--- config.mk ---
export PLATFORM = sky130hd
export DESIGN_NAME = link_control_and_interrupt_regs
export DESIGN_NICKNAME = d
export VERILOG_FILES = /design/src/verilog/link_regs_pkg.sv /design/src/verilog/link_control_and_interrupt_regs.sv
export SDC_FILE = /design/constraint.sdc
export NUM_CORES = 1
export LEC_CHECK = 0
export ABC_CLOCK_PERIOD_IN_PS = 1750
export BUFFER_PORTS_ARGS = -buffer_cell sky130_fd_sc_hd__clkbuf_2
export CORE_MARGIN = 5
export CORE_UTILIZATION = 49
export CTS_CLUSTER_SIZE = 30
export DETAILED_ROUTE_END_ITERATION = 6
export GPL_TIMING_DRIVEN = 0
export PLACE_DENSITY = 0.84
export SYNTH_ARGS = -nofsm -noshare
export SYNTH_HDL_FRONTEND = slang
export SYNTH_SLANG_ARGS = --single-unit
--- constraint.sdc ---
create_clock -name pclk -period 1.75 [get_ports pclk]
set_input_delay 0.0875 -clock pclk [delete_from_list [all_inputs] [get_ports pclk]]
set_output_delay 0.0875 -clock pclk [all_outputs]
set_load 0.005 [all_outputs]
--- src/verilog/link_regs_pkg.sv ---
// Constants and types for the link control and interrupt register bank
package link_regs_pkg;

   // Register byte offsets
   localparam logic [7:0] link_control_offset      = 8'h08;
   localparam logic [7:0] interrupt_flags_offset   = 8'h0C;
   localparam logic [7:0] interrupt_enables_offset = 8'h10;
   localparam logic [7:0] iso_channels_offset      = 8'h14;
   localparam logic [7:0] diagnostics_offset       = 8'h20;

   // Control field positions
   localparam int cycle_master_enable_bit = 20;
   localparam int cycle_source_select_bit = 21;
   localparam int cycle_timer_run_bit     = 22;
   localparam int cycle_mark_insert_bit   = 23;
   localparam int iso_port_one_accept_bit = 24;
   localparam int iso_port_two_accept_bit = 25;
   localparam int extended_pins_drive_bit = 31;
   localparam logic [31:0] link_control_writable = 32'hC3F0_0000 & 32'h83F0_0000;

   // Channel fields and diagnostics
   localparam int iso_channel_one_lsb      = 0;
   localparam int iso_channel_two_lsb      = 8;
   localparam int channel_width            = 6;
   localparam int interrupt_write_mode_bit = 0;

   // Interrupt layout
   localparam int interrupt_summary_bit   = 0;
   localparam int summary_mask_enable_bit = 0;

   // Reset values
   localparam logic [31:0] link_control_reset      = 32'h0000_0000;
   localparam logic [31:0] interrupt_flags_reset   = 32'h0100_0000;
   localparam logic [31:0] interrupt_enables_reset = 32'h0000_0000;
   localparam logic [31:0] iso_channels_reset      = 32'h0000_0000;
   localparam logic [31:0] diagnostics_reset       = 32'h0000_0000;

   // Cycle timer counts
   localparam int ticks_per_cycle  = 3072;
   localparam int cycles_per_frame = 8000;

   // Received isochronous packet header
   typedef struct packed {
      logic       valid;
      logic [5:0] channel;
   } iso_header_type;

   // One three-state pin: drive level and enable
   typedef struct packed {
      logic drive;
      logic enable;
   } pin_drive_type;

endpackage

--- src/verilog/link_control_and_interrupt_regs.sv ---
// Link control fields, cycle timer and interrupt flag/mask logic with an APB slave
// Functional notes
// - cycle master sends cycle start on count increment
// - bus reset never clears cycle master enable
// - external source: edge increments count, clears ticks
// - internal source: tick wrap increments cycle count
// - ticks advance only while timer run set
// - cycle marks written at cycle end when enabled
// - port one accepts matching channel one packets
// - port two accepts matching channel two packets
// - extended pins driven only when enabled, resets off
// - flags at 0x0C, mask at 0x10
// - mask register read/write, resets to zero
// - write-one clears flags, summary unaffected
// - write mode one makes all flags read/write
// - flag register resets to documented value
// - events set flags; masked flags set summary
// - interrupt pin is summary and summary enable
// - summary recomputed continuously from set flags
// - summary sits at flag bit zero
module link_control_and_interrupt_regs
#(
   parameter int ticks_per_cycle  = link_regs_pkg::ticks_per_cycle,
   parameter int cycles_per_frame = link_regs_pkg::cycles_per_frame
)
(
   input  wire logic                          pclk,
   input  wire logic                          presetn,
   input  wire logic                          psel,
   input  wire logic                          penable,
   input  wire logic                          pwrite,
   input  wire logic [7:0]                    paddr,
   input  wire logic [31:0]                   pwdata,
   output logic [31:0]                        prdata,
   output logic                               pready,
   output logic                               pslverr,
   input  wire logic                          root_attached,
   input  wire logic                          external_cycle_input,
   input  wire logic                          iso_cycle_end,
   input  wire logic                          fifo_empty,
   input  wire link_regs_pkg::iso_header_type iso_header,
   input  wire logic [31:1]                   interrupt_events,
   output logic                               cycle_start_send,
   output logic                               cycle_mark_write,
   output logic                               iso_port_one_hit,
   output logic                               iso_port_two_hit,
   output logic [12:0]                        cycle_number,
   output logic [11:0]                        subcycle_ticks,
   output link_regs_pkg::pin_drive_type       receive_fifo_empty_pin,
   output link_regs_pkg::pin_drive_type       cycle_done_pin,
   output link_regs_pkg::pin_drive_type       cycle_start_pin,
   output logic                               interrupt_request_pin
);

   logic [31:0] link_control;
   logic [31:0] interrupt_enables;
   logic [31:0] iso_channels;
   logic [31:0] diagnostics;
   logic [31:1] flag_bits;
   logic        summary_written;
   logic        interrupt_summary;
   logic [31:0] interrupt_flags;
   logic        setup_phase;
   logic        write_access;
   logic        address_known;
   logic [31:0] next_prdata;
   logic        cycle_sync_first;
   logic        cycle_sync_second;
   logic        cycle_sync_last;
   logic        cycle_edge;
   logic        tick_wrap;
   logic        count_step;
   logic        interrupt_write_mode;
   logic [5:0]  iso_channel_one_field;
   logic [5:0]  iso_channel_two_field;

   localparam logic [11:0] last_tick  = 12'(ticks_per_cycle - 1);
   localparam logic [12:0] last_cycle = 13'(cycles_per_frame - 1);

   // Bus timing
   // Zero wait states, pready tied high
   // Read data latched in the setup cycle
   // Read data stands until the next setup
   // Write lands at the access-cycle edge
   // Unmapped offset: error answer, no write
   // Unwritable control bits read back as zero
   // Back-to-back transfers need no idle cycle

   // Register map
   // Control word at its own offset
   // Flag word and mask word side by side
   // Channel word: two six-bit channel fields
   // Diagnostics word: write mode in bit zero
   // Every other offset answers with an error

   // Control word
   // Only the documented control bits are kept
   // No hardware path ever clears the word
   // Cycle master role kept across bus resets
   // Software owns the master bit after a reset
   // Pin drive bit off after power-up

   // Flag word
   // Bits 31 to 1 hold latched source events
   // Bit zero is the summary, not a latch
   // Write-one-to-clear while write mode is off
   // Direct write of every bit while it is on
   // An event in the clear cycle stays set
   // Hazard: clearing must never lose an event
   // Summary write only sticks in write mode
   // A written summary holds until rewritten

   // Mask word
   // Plain read/write, cleared at reset
   // Bit n gates flag bit n into the summary
   // Bit zero gates the summary onto the pin
   // Unmasked flags stay visible in the word

   // Summary and request pin
   // Summary recomputed every cycle
   // Clearing it while flags remain has no effect
   // Request pin is combinational from flops
   // No extra delay between flag and pin

   // Cycle timer
   // Ticks advance only while the run bit is set
   // Ticks wrap at the last tick of a cycle
   // Internal source: wrap steps the count
   // External source: synchronised rising edge
   // External edge also zeroes the ticks
   // Zeroing happens even with the timer stopped
   // Cycle count wraps at the last cycle
   // Small counts let a bench reach the wrap

   // External cycle input
   // Two flops before any logic reads it
   // Third flop only for edge detection
   // Step lands three edges after the pin rises
   // All flops reset low, matching the idle pin

   // Cycle start and cycle marks
   // Start request only when master and root
   // Start request is a one-cycle pulse
   // Mark request follows cycle end by one edge
   // No marks while mark insert is off

   // Channel filters
   // Each port compares its own channel field
   // A hit needs the port accept bit
   // Hits are one-cycle pulses, one edge late
   // Both ports may hit on the same header

   // Extended pins
   // Levels come from flops, one edge late
   // Enables follow the pin drive bit directly
   // Enable high means the pin is driven
   // All three enables always agree

   // Field views
   assign interrupt_write_mode  = diagnostics[link_regs_pkg::interrupt_write_mode_bit];
   assign iso_channel_one_field = iso_channels[link_regs_pkg::iso_channel_one_lsb +: 6];
   assign iso_channel_two_field = iso_channels[link_regs_pkg::iso_channel_two_lsb +: 6];

   // APB decode: read data captured in setup, answer in first access cycle
   assign setup_phase  = psel && !penable;
   assign write_access = psel && penable && pwrite && address_known;
   assign pready       = 1'b1;

   // Address decode
   always_comb
   begin
      address_known = 1'b1;
      next_prdata   = 32'h0000_0000;
      unique case (paddr)
         link_regs_pkg::link_control_offset:      next_prdata = link_control;
         link_regs_pkg::interrupt_flags_offset:   next_prdata = interrupt_flags;
         link_regs_pkg::interrupt_enables_offset: next_prdata = interrupt_enables;
         link_regs_pkg::iso_channels_offset:      next_prdata = iso_channels;
         link_regs_pkg::diagnostics_offset:       next_prdata = diagnostics;
         default:                                 address_known = 1'b0;
      endcase
   end

   // Read data and error answer
   always_ff @(posedge pclk or negedge presetn)
   begin
      if (!presetn)
      begin
         prdata  <= 32'h0000_0000;
         pslverr <= 1'b0;
      end
      else if (setup_phase)
      begin
         prdata  <= next_prdata;
         pslverr <= !address_known;
      end
   end

   // Control register; no bus-reset input touches it
   always_ff @(posedge pclk or negedge presetn)
   begin
      if (!presetn)
         link_control <= link_regs_pkg::link_control_reset;
      else if (write_access && paddr == link_regs_pkg::link_control_offset)
         link_control <= pwdata & link_regs_pkg::link_control_writable;
   end

   // Channel and diagnostics registers
   always_ff @(posedge pclk or negedge presetn)
   begin
      if (!presetn)
      begin
         iso_channels <= link_regs_pkg::iso_channels_reset;
         diagnostics  <= link_regs_pkg::diagnostics_reset;
      end
      else if (write_access)
      begin
         if (paddr == link_regs_pkg::iso_channels_offset)
            iso_channels <= pwdata & 32'h0000_3F3F;
         if (paddr == link_regs_pkg::diagnostics_offset)
            diagnostics <= pwdata & 32'h0000_0001;
      end
   end

   // Mask register, fully read/write
   always_ff @(posedge pclk or negedge presetn)
   begin
      if (!presetn)
         interrupt_enables <= link_regs_pkg::interrupt_enables_reset;
      else if (write_access && paddr == link_regs_pkg::interrupt_enables_offset)
         interrupt_enables <= pwdata;
   end

   // Flags: events win over a clear or a write in the same cycle
   always_ff @(posedge pclk or negedge presetn)
   begin
      if (!presetn)
         flag_bits <= link_regs_pkg::interrupt_flags_reset[31:1];
      else if (write_access && paddr == link_regs_pkg::interrupt_flags_offset)
      begin
         if (interrupt_write_mode)
            flag_bits <= pwdata[31:1] | interrupt_events;
         else
            flag_bits <= (flag_bits & ~pwdata[31:1]) | interrupt_events;
      end
      else
         flag_bits <= flag_bits | interrupt_events;
   end

   // Summary bit held by software only in read/write mode
   always_ff @(posedge pclk or negedge presetn)
   begin
      if (!presetn)
         summary_written <= link_regs_pkg::interrupt_flags_reset[0];
      else if (write_access && paddr == link_regs_pkg::interrupt_flags_offset
               && interrupt_write_mode)
         summary_written <= pwdata[link_regs_pkg::interrupt_summary_bit];
   end

   // Summary: written summary bit OR masked flags, mask bit aligned with flag bit
   assign interrupt_summary = summary_written
                            | (|(flag_bits & interrupt_enables[31:1]));
   assign interrupt_flags   = {flag_bits, interrupt_summary};
   assign interrupt_request_pin = interrupt_summary
      && interrupt_enables[link_regs_pkg::summary_mask_enable_bit];

   // Synchroniser for the external cycle source
   always_ff @(posedge pclk or negedge presetn)
   begin
      if (!presetn)
      begin
         cycle_sync_first  <= 1'b0;
         cycle_sync_second <= 1'b0;
         cycle_sync_last   <= 1'b0;
      end
      else
      begin
         cycle_sync_first  <= external_cycle_input;
         cycle_sync_second <= cycle_sync_first;
         cycle_sync_last   <= cycle_sync_second;
      end
   end

   // Cycle stepping source
   assign cycle_edge = cycle_sync_second && !cycle_sync_last;
   assign tick_wrap  = link_control[link_regs_pkg::cycle_timer_run_bit]
                    && subcycle_ticks == last_tick;
   assign count_step = link_control[link_regs_pkg::cycle_source_select_bit]
                     ? cycle_edge
                     : tick_wrap;

   // Subcycle tick counter
   always_ff @(posedge pclk or negedge presetn)
   begin
      if (!presetn)
         subcycle_ticks <= 12'h000;
      else if (link_control[link_regs_pkg::cycle_source_select_bit] && cycle_edge)
         subcycle_ticks <= 12'h000;
      else if (link_control[link_regs_pkg::cycle_timer_run_bit])
         subcycle_ticks <= tick_wrap ? 12'h000 : subcycle_ticks + 12'h001;
   end

   // Cycle number counter
   always_ff @(posedge pclk or negedge presetn)
   begin
      if (!presetn)
         cycle_number <= 13'h0000;
      else if (count_step)
         cycle_number <= (cycle_number == last_cycle) ? 13'h0000
                                                      : cycle_number + 13'h0001;
   end

   // Cycle start and cycle mark requests
   always_ff @(posedge pclk or negedge presetn)
   begin
      if (!presetn)
      begin
         cycle_start_send <= 1'b0;
         cycle_mark_write <= 1'b0;
      end
      else
      begin
         cycle_start_send <= count_step && root_attached
            && link_control[link_regs_pkg::cycle_master_enable_bit];
         cycle_mark_write <= iso_cycle_end
            && link_control[link_regs_pkg::cycle_mark_insert_bit];
      end
   end

   // Isochronous channel filters
   always_ff @(posedge pclk or negedge presetn)
   begin
      if (!presetn)
      begin
         iso_port_one_hit <= 1'b0;
         iso_port_two_hit <= 1'b0;
      end
      else
      begin
         iso_port_one_hit <= iso_header.valid && iso_header.channel == iso_channel_one_field
            && link_control[link_regs_pkg::iso_port_one_accept_bit];
         iso_port_two_hit <= iso_header.valid && iso_header.channel == iso_channel_two_field
            && link_control[link_regs_pkg::iso_port_two_accept_bit];
      end
   end

   // Extended pins, levels from flops, enables from the control bit
   always_ff @(posedge pclk or negedge presetn)
   begin
      if (!presetn)
      begin
         receive_fifo_empty_pin.drive <= 1'b0;
         cycle_done_pin.drive         <= 1'b0;
         cycle_start_pin.drive        <= 1'b0;
      end
      else
      begin
         receive_fifo_empty_pin.drive <= fifo_empty;
         cycle_done_pin.drive         <= iso_cycle_end;
         cycle_start_pin.drive        <= count_step;
      end
   end

   assign receive_fifo_empty_pin.enable = link_control[link_regs_pkg::extended_pins_drive_bit];
   assign cycle_done_pin.enable  = link_control[link_regs_pkg::extended_pins_drive_bit];
   assign cycle_start_pin.enable = link_control[link_regs_pkg::extended_pins_drive_bit];

endmodule // link_control_and_interrupt_regs

After elaboration in Yosys (flattened, before gate mapping)
Cells that the tools add are included.
- bits in registers: 152
- bits of input ports: 87
- output and inout port bits: 70
- logic and storage cells: 74
- add/sub/neg operators: 2
- eq/ne operators: 9
- muxes and demuxes: 9
- bitwise logic cells: 7
- reductions and logical operators: 27
- operators with widths (operator ; count):
    one-hot mux 32 bit (5 select lines) ; 1
    OR 31 bit ; 3
    bitwise AND 31 bit ; 2
    2-to-1 mux 31 bit ; 2
    2-to-1 mux 12 bit ; 3
    NOT 31 bit ; 1
    OR reduction 31 bit ; 1
    logical AND 1 bit ; 19
    equality test 8 x 4 -> 1 bit (second input constant) ; 2
    equality test 8 x 5 -> 1 bit (second input constant) ; 2
    adder 13 x 1 -> 13 bit (second input constant) ; 1
    equality test 13 bit (second input constant) ; 1
    2-to-1 mux 13 bit ; 1
    adder 12 x 1 -> 12 bit (second input constant) ; 1
    equality test 12 bit (second input constant) ; 1
    equality test 6 bit ; 2
    equality test 8 x 6 -> 1 bit (second input constant) ; 1
    OR reduction 5 bit ; 1
    AND reduction 2 bit ; 2
    logical NOT 1 bit ; 3
    2-to-1 mux 1 bit ; 2
    nonzero test 2 bit ; 1
    OR 1 bit ; 1

Logic depth before layout (Yosys ltp)
- word-level depth: 6
- depth in mapped cells: 8
- depth with buffers taken out: 6

Worst setup path before layout
OpenSTA, ideal clock, no wires.
- kind: reg2reg
- from: reg cycle_number[7]
- to: reg cycle_number[11]
- library setup time: 0.121 ns
- data arrival time: 1.758 ns
- required time: 1.629 ns
- slack: -0.129 ns
- stages on the path, launching flop included: 5
- buffers on the path: 0
- clock period less this slack: 1.879 ns
- cell sequence: dfrtp_1 -> or3b_2 -> nor4_1 -> o21ai_0 -> o22a_1
- word-level cells in the longest chain between the ends: 2
- elaborated cells between the ends (all ways): 3
- classes of those cells: add/sub (1); eq/ne (1); mux (1)
- RTL lines (what ; line ; RTL):
    from (decl) ; link_control_and_interrupt_regs.sv:47 ; output logic [12:0] cycle_number,
    from (signal assigned) ; link_control_and_interrupt_regs.sv:309 ; cycle_number <= (cycle_number == last_cycle) ? 13'h0000
    adder 13 x 1 -> 13 bit or equality test 13 bit (tied branches) ; link_control_and_interrupt_regs.sv:310, link_control_and_interrupt_regs.sv:309 ;
    2-to-1 mux 13 bit (*) ; link_control_and_interrupt_regs.sv:309 ;
Mark *: on every way between the ends. The rest lies on a longest branch, timed or not.
A chain may end at the register's enable or synchronous reset.

Final worst setup path
- from: reg interrupt_enables[14]
- to: out interrupt_request_pin
- word-level cells in the longest chain between the ends: 4
- RTL lines (what ; line ; RTL):
    from (decl) ; link_control_and_interrupt_regs.sv:56 ; logic [31:0] interrupt_enables;
    from (signal assigned) ; link_control_and_interrupt_regs.sv:229 ; interrupt_enables <= link_regs_pkg::interrupt_enables_reset;
    from (signal assigned) ; link_control_and_interrupt_regs.sv:231 ; interrupt_enables <= pwdata;
    bitwise AND 31 bit ; link_control_and_interrupt_regs.sv:262 ; | (|(flag_bits & interrupt_enables[31:1]));
    OR reduction 31 bit ; link_control_and_interrupt_regs.sv:262 ;
    OR 1 bit ; link_control_and_interrupt_regs.sv:262 ;
    logical AND 1 bit ; link_control_and_interrupt_regs.sv:265 ; && interrupt_enables[link_regs_pkg::summary_mask_enable_bit];
    to (decl) ; link_control_and_interrupt_regs.sv:52 ; output logic interrupt_request_pin
Every way passes these cells.

==> results.cfg <==
[detailed_routing]
via_per_inst = 6.02
routedWlPerCell_um = 20.8
first_pass_iters = 6
postRouteAntennaNets = 0
vias = 6734
drt_first_iter_violations = 698
wirelength_mm = 23.2
drc = 0

[global_routing]
grtUsageTotal = 0.278
grt_pass1_wl_mm = 35.6
grt_pass1_vias = 6782
antenna_found_initial = 0
grt_max_degree = 104
gr-total-overflow = 0

[timing]
setup_viol = 9
worst_slew_pin_slew_ns = 0.696
relSlewSlack = 0.536
drv_slew = 0
skew_ns = 0.00644
rsz0062_at_grt = true
finalHoldViolCount = 0
fmax_mhz = 443
setup_ws_ns = -0.508
final.min_clock_period_ns = 2.26
whs_ns = 0.00657
fin_crit_sh = 1.29

[pwr]
internal_power_uw = 6110
powerDensity_nw_per_um2 = 812
power_switching_uw = 1790
vdd_drop_max_mv = 0.685
combPwrFrac = 0.078
p_leak_uw = 0.00462
clkPwrFrac = 0.468
switching_share = 0.226
p_seq_frac = 0.454

[cts]
cts.sinks = 152
cts_root_buf = clkbuf_16
insertion_delay_ns = 0.42
htree_num_levels = 4
path_clk_slew_ns = 0.06
clockBufferDepth = 2
numCtsBuffers = 17
tritoncts = yes

[cells_and_area]
area_delta_synth_final_pct = 41.4
n_fill_cell = 908
area.sequential_um2 = 3810
post_route_cells_drive_above_1_share = 0.343
antenna_cells = 0
final_cell_area_um2 = 9720
multiInputGateArea_um2 = 3110
fin_nets = 1014

[floorplanning]
die_h_um = 128
start_util = 0.497
pin_count = 157
die_w_um = 128
die-area_um2 = 16500
coreArea_um2 = 13800
std_cell_rows = 43

[worst_setup_path]
slowest_delay_ns = 0.55
startpoint = interrupt_enables[14]$_DFFE_PN0P_
r2r_start = interrupt_enables[14]$_DFFE_PN0P_
startpoint_type = flip-flop
slowest_stage = or4_4
arrival_ns = 2.17
worst_ep_required_time_ns = 1.66
timing.critical_path.fanout_max = 3
path_cells = a22o_1 > a221oi_2 > nand3_1 > or4_4 > and2_4 > clkbuf_2
path_class = reg -> out
critPathCaptureType = output port

[synth]
synth-seq-area-share = 0.553
synth_compound_gate_area_share = 0.165
synthCells = 649
syn_area_per_cell_um2 = 10.6
synth_fp_nets = 738
synthMuxAreaShare = 0.0868
synth-xor-area-share = 0.0293
synth_seq_cells = 152
synth_fa_ha_area_frac = 0.00364
synth_edf_count = 0
yosysUniqueCellTypes = 51
ys_top_cells_by_area = dfrtp_1 55%, o21ai_0 5.6%, mux2_1 4.9%, nand2_1 4.3%, mux2_2 3.8%
synth_top_area_frac = 0.550
ys_warn_count = 0
synth-simple-area-share = 0.134
synth_commonest_cells = 151 x dfrtp_1, 78 x nand2_1, 77 x o21ai_0, 49 x nor2_1, 43 x a21oi_1
synth_area_um2 = 6880
synth_area_leader_cell = dfrtp_1
synth-async-reset-ratio = 1.00
synth_top_family_by_area = compound AO/OA/AOI/OAI gates
synth.most_common_cell = dfrtp_1
synth-main-ff-cell = dfrtp_1

[placed_design]
hpwl_mm = 14.3
gp_routability_congestion = 0.887
placed_area_um2 = 8050
dp_worst_setup_slack_ns = -0.550
portBuffers = 155

[worst_hold_path]
min_from = iso_header[2]
hold_path_class = in -> reg

[job]
maxCapViolations = 0

[status]
status = finished, violations left
violations = setup timing
==> power groups by stage <==
stage	clock network (uW)	logic (uW)	registers, uW
final	3700	615	3580
after detailed placement	0	421	3650
after global routing	3850	670	3590
after floorplan	0	147	3650
after CTS	3680	602	3580
after global placement	0	402	3650
==> cell families (layout without fill, tap and decap cells) <==
family	after synthesis	count (layout)
AND/OR/NAND/NOR	192	192
AO/OA/AOI/OAI	184	184
flip-flops	152	152
multiplexers	53	53
buffers and inverters	42	331
XOR/XNOR	23	23
adder cells (fa/ha/maj)	2	2
other	1	1
==> cells in the final DEF, fill, tap and decap left out, types with 22 or more instances in the layout <==
cell type      Yosys  layout
clkbuf_2           0     159
dfrtp_1          151     147
nand2_1           78      77
dlygate4sd3_1      0      71
o21ai_0           77      68
nor2_1            49      49
a21oi_1           43      43
buf_4              4      39
mux2_4             0      25
mux2_2            23      23
a22oi_1           22      22
==> per-layer routing <==
metal | GRT usage | vias to the layer above | part of all wire
li1 | - | 2912 | -
met1 | 0.343 | 3277 | 0.38
met2 | 0.447 | 455 | 0.48
met3 | 0.0805 | 90 | 0.094
met4 | 0.142 | 0 | 0.046
met5 | 0 | - | 0
==> layout make-up <==
cell class                 count  share of cell area
sequential                   152               0.392
inverter                       4             0.00154
clock inverter                 7             0.00952
buffer                        34              0.0206
tap                          180              0.0232
timing repair buffer         261               0.183
multi-input combinational    455               0.320
clock buffer                  25              0.0510
==> metrics by stage <==
step | total power (uW) | instances | util | TNS, ns
4_1_cts | 7860 | 1111 | 0.695 | -0.718
5_1_grt | 8100 | 1118 | 0.703 | -1.84
3_3_place_gp | 4060 | 984 | 0.580 | -341.44
6_report | 7900 | 1118 | 0.703 | -0.984
2_1_floorplan | 3790 | 649 | - | -1.67
3_5_place_dp | 4070 | 985 | 0.582 | -44.72
==> state kept, by name (all words and copies together), names as in the netlist, 7 cells and up <==
register and cells:
cycle_number 13, flag_bits 31, interrupt_enables 32, iso_channels 12, link_control 7, prdata 32, subcycle_ticks 12
==> path summary, 6_finish.rpt <==
check                      slack, ns                     endpoint  depth (start not counted)
hold / removal                 0.007   iso_port_one_hit$_DFF_PN0_                          4
hold reg to reg                 0.35  cycle_sync_second$_DFF_PN0_                          0
setup / recovery               -0.51        interrupt_request_pin                          6
min in group asynchronous       0.19  cycle_number[2]$_DFFE_PN0P_                          2
setup reg to reg               -0.21        prdata[0]$_DFFE_PN0P_                          6
max in group asynchronous       0.72          pslverr$_DFFE_PN0P_                          3
==> worst max-delay path, delay by kind of cell, from the launching register on <==
family                 cells  cell delay, ns
AOI/OAI and AO/OA          2            0.43
buffers and inverters      1            0.11
DFF                        1            0.41
and+or+nand+nor            3            0.81
==> what timing repair did <==
| action | in CTS | in global routing |
|---|---|---|
| buffers inserted | 24 | 10 |
| hold buffers | 71 | 0 |
| setup endpoints to repair | 67 | 79 |
| resized for setup | 23 | 26 |
| hold endpoints to repair | 140 | 0 |
| pin swaps | 10 | 18 |
Power figures use the tool's default switching activity.
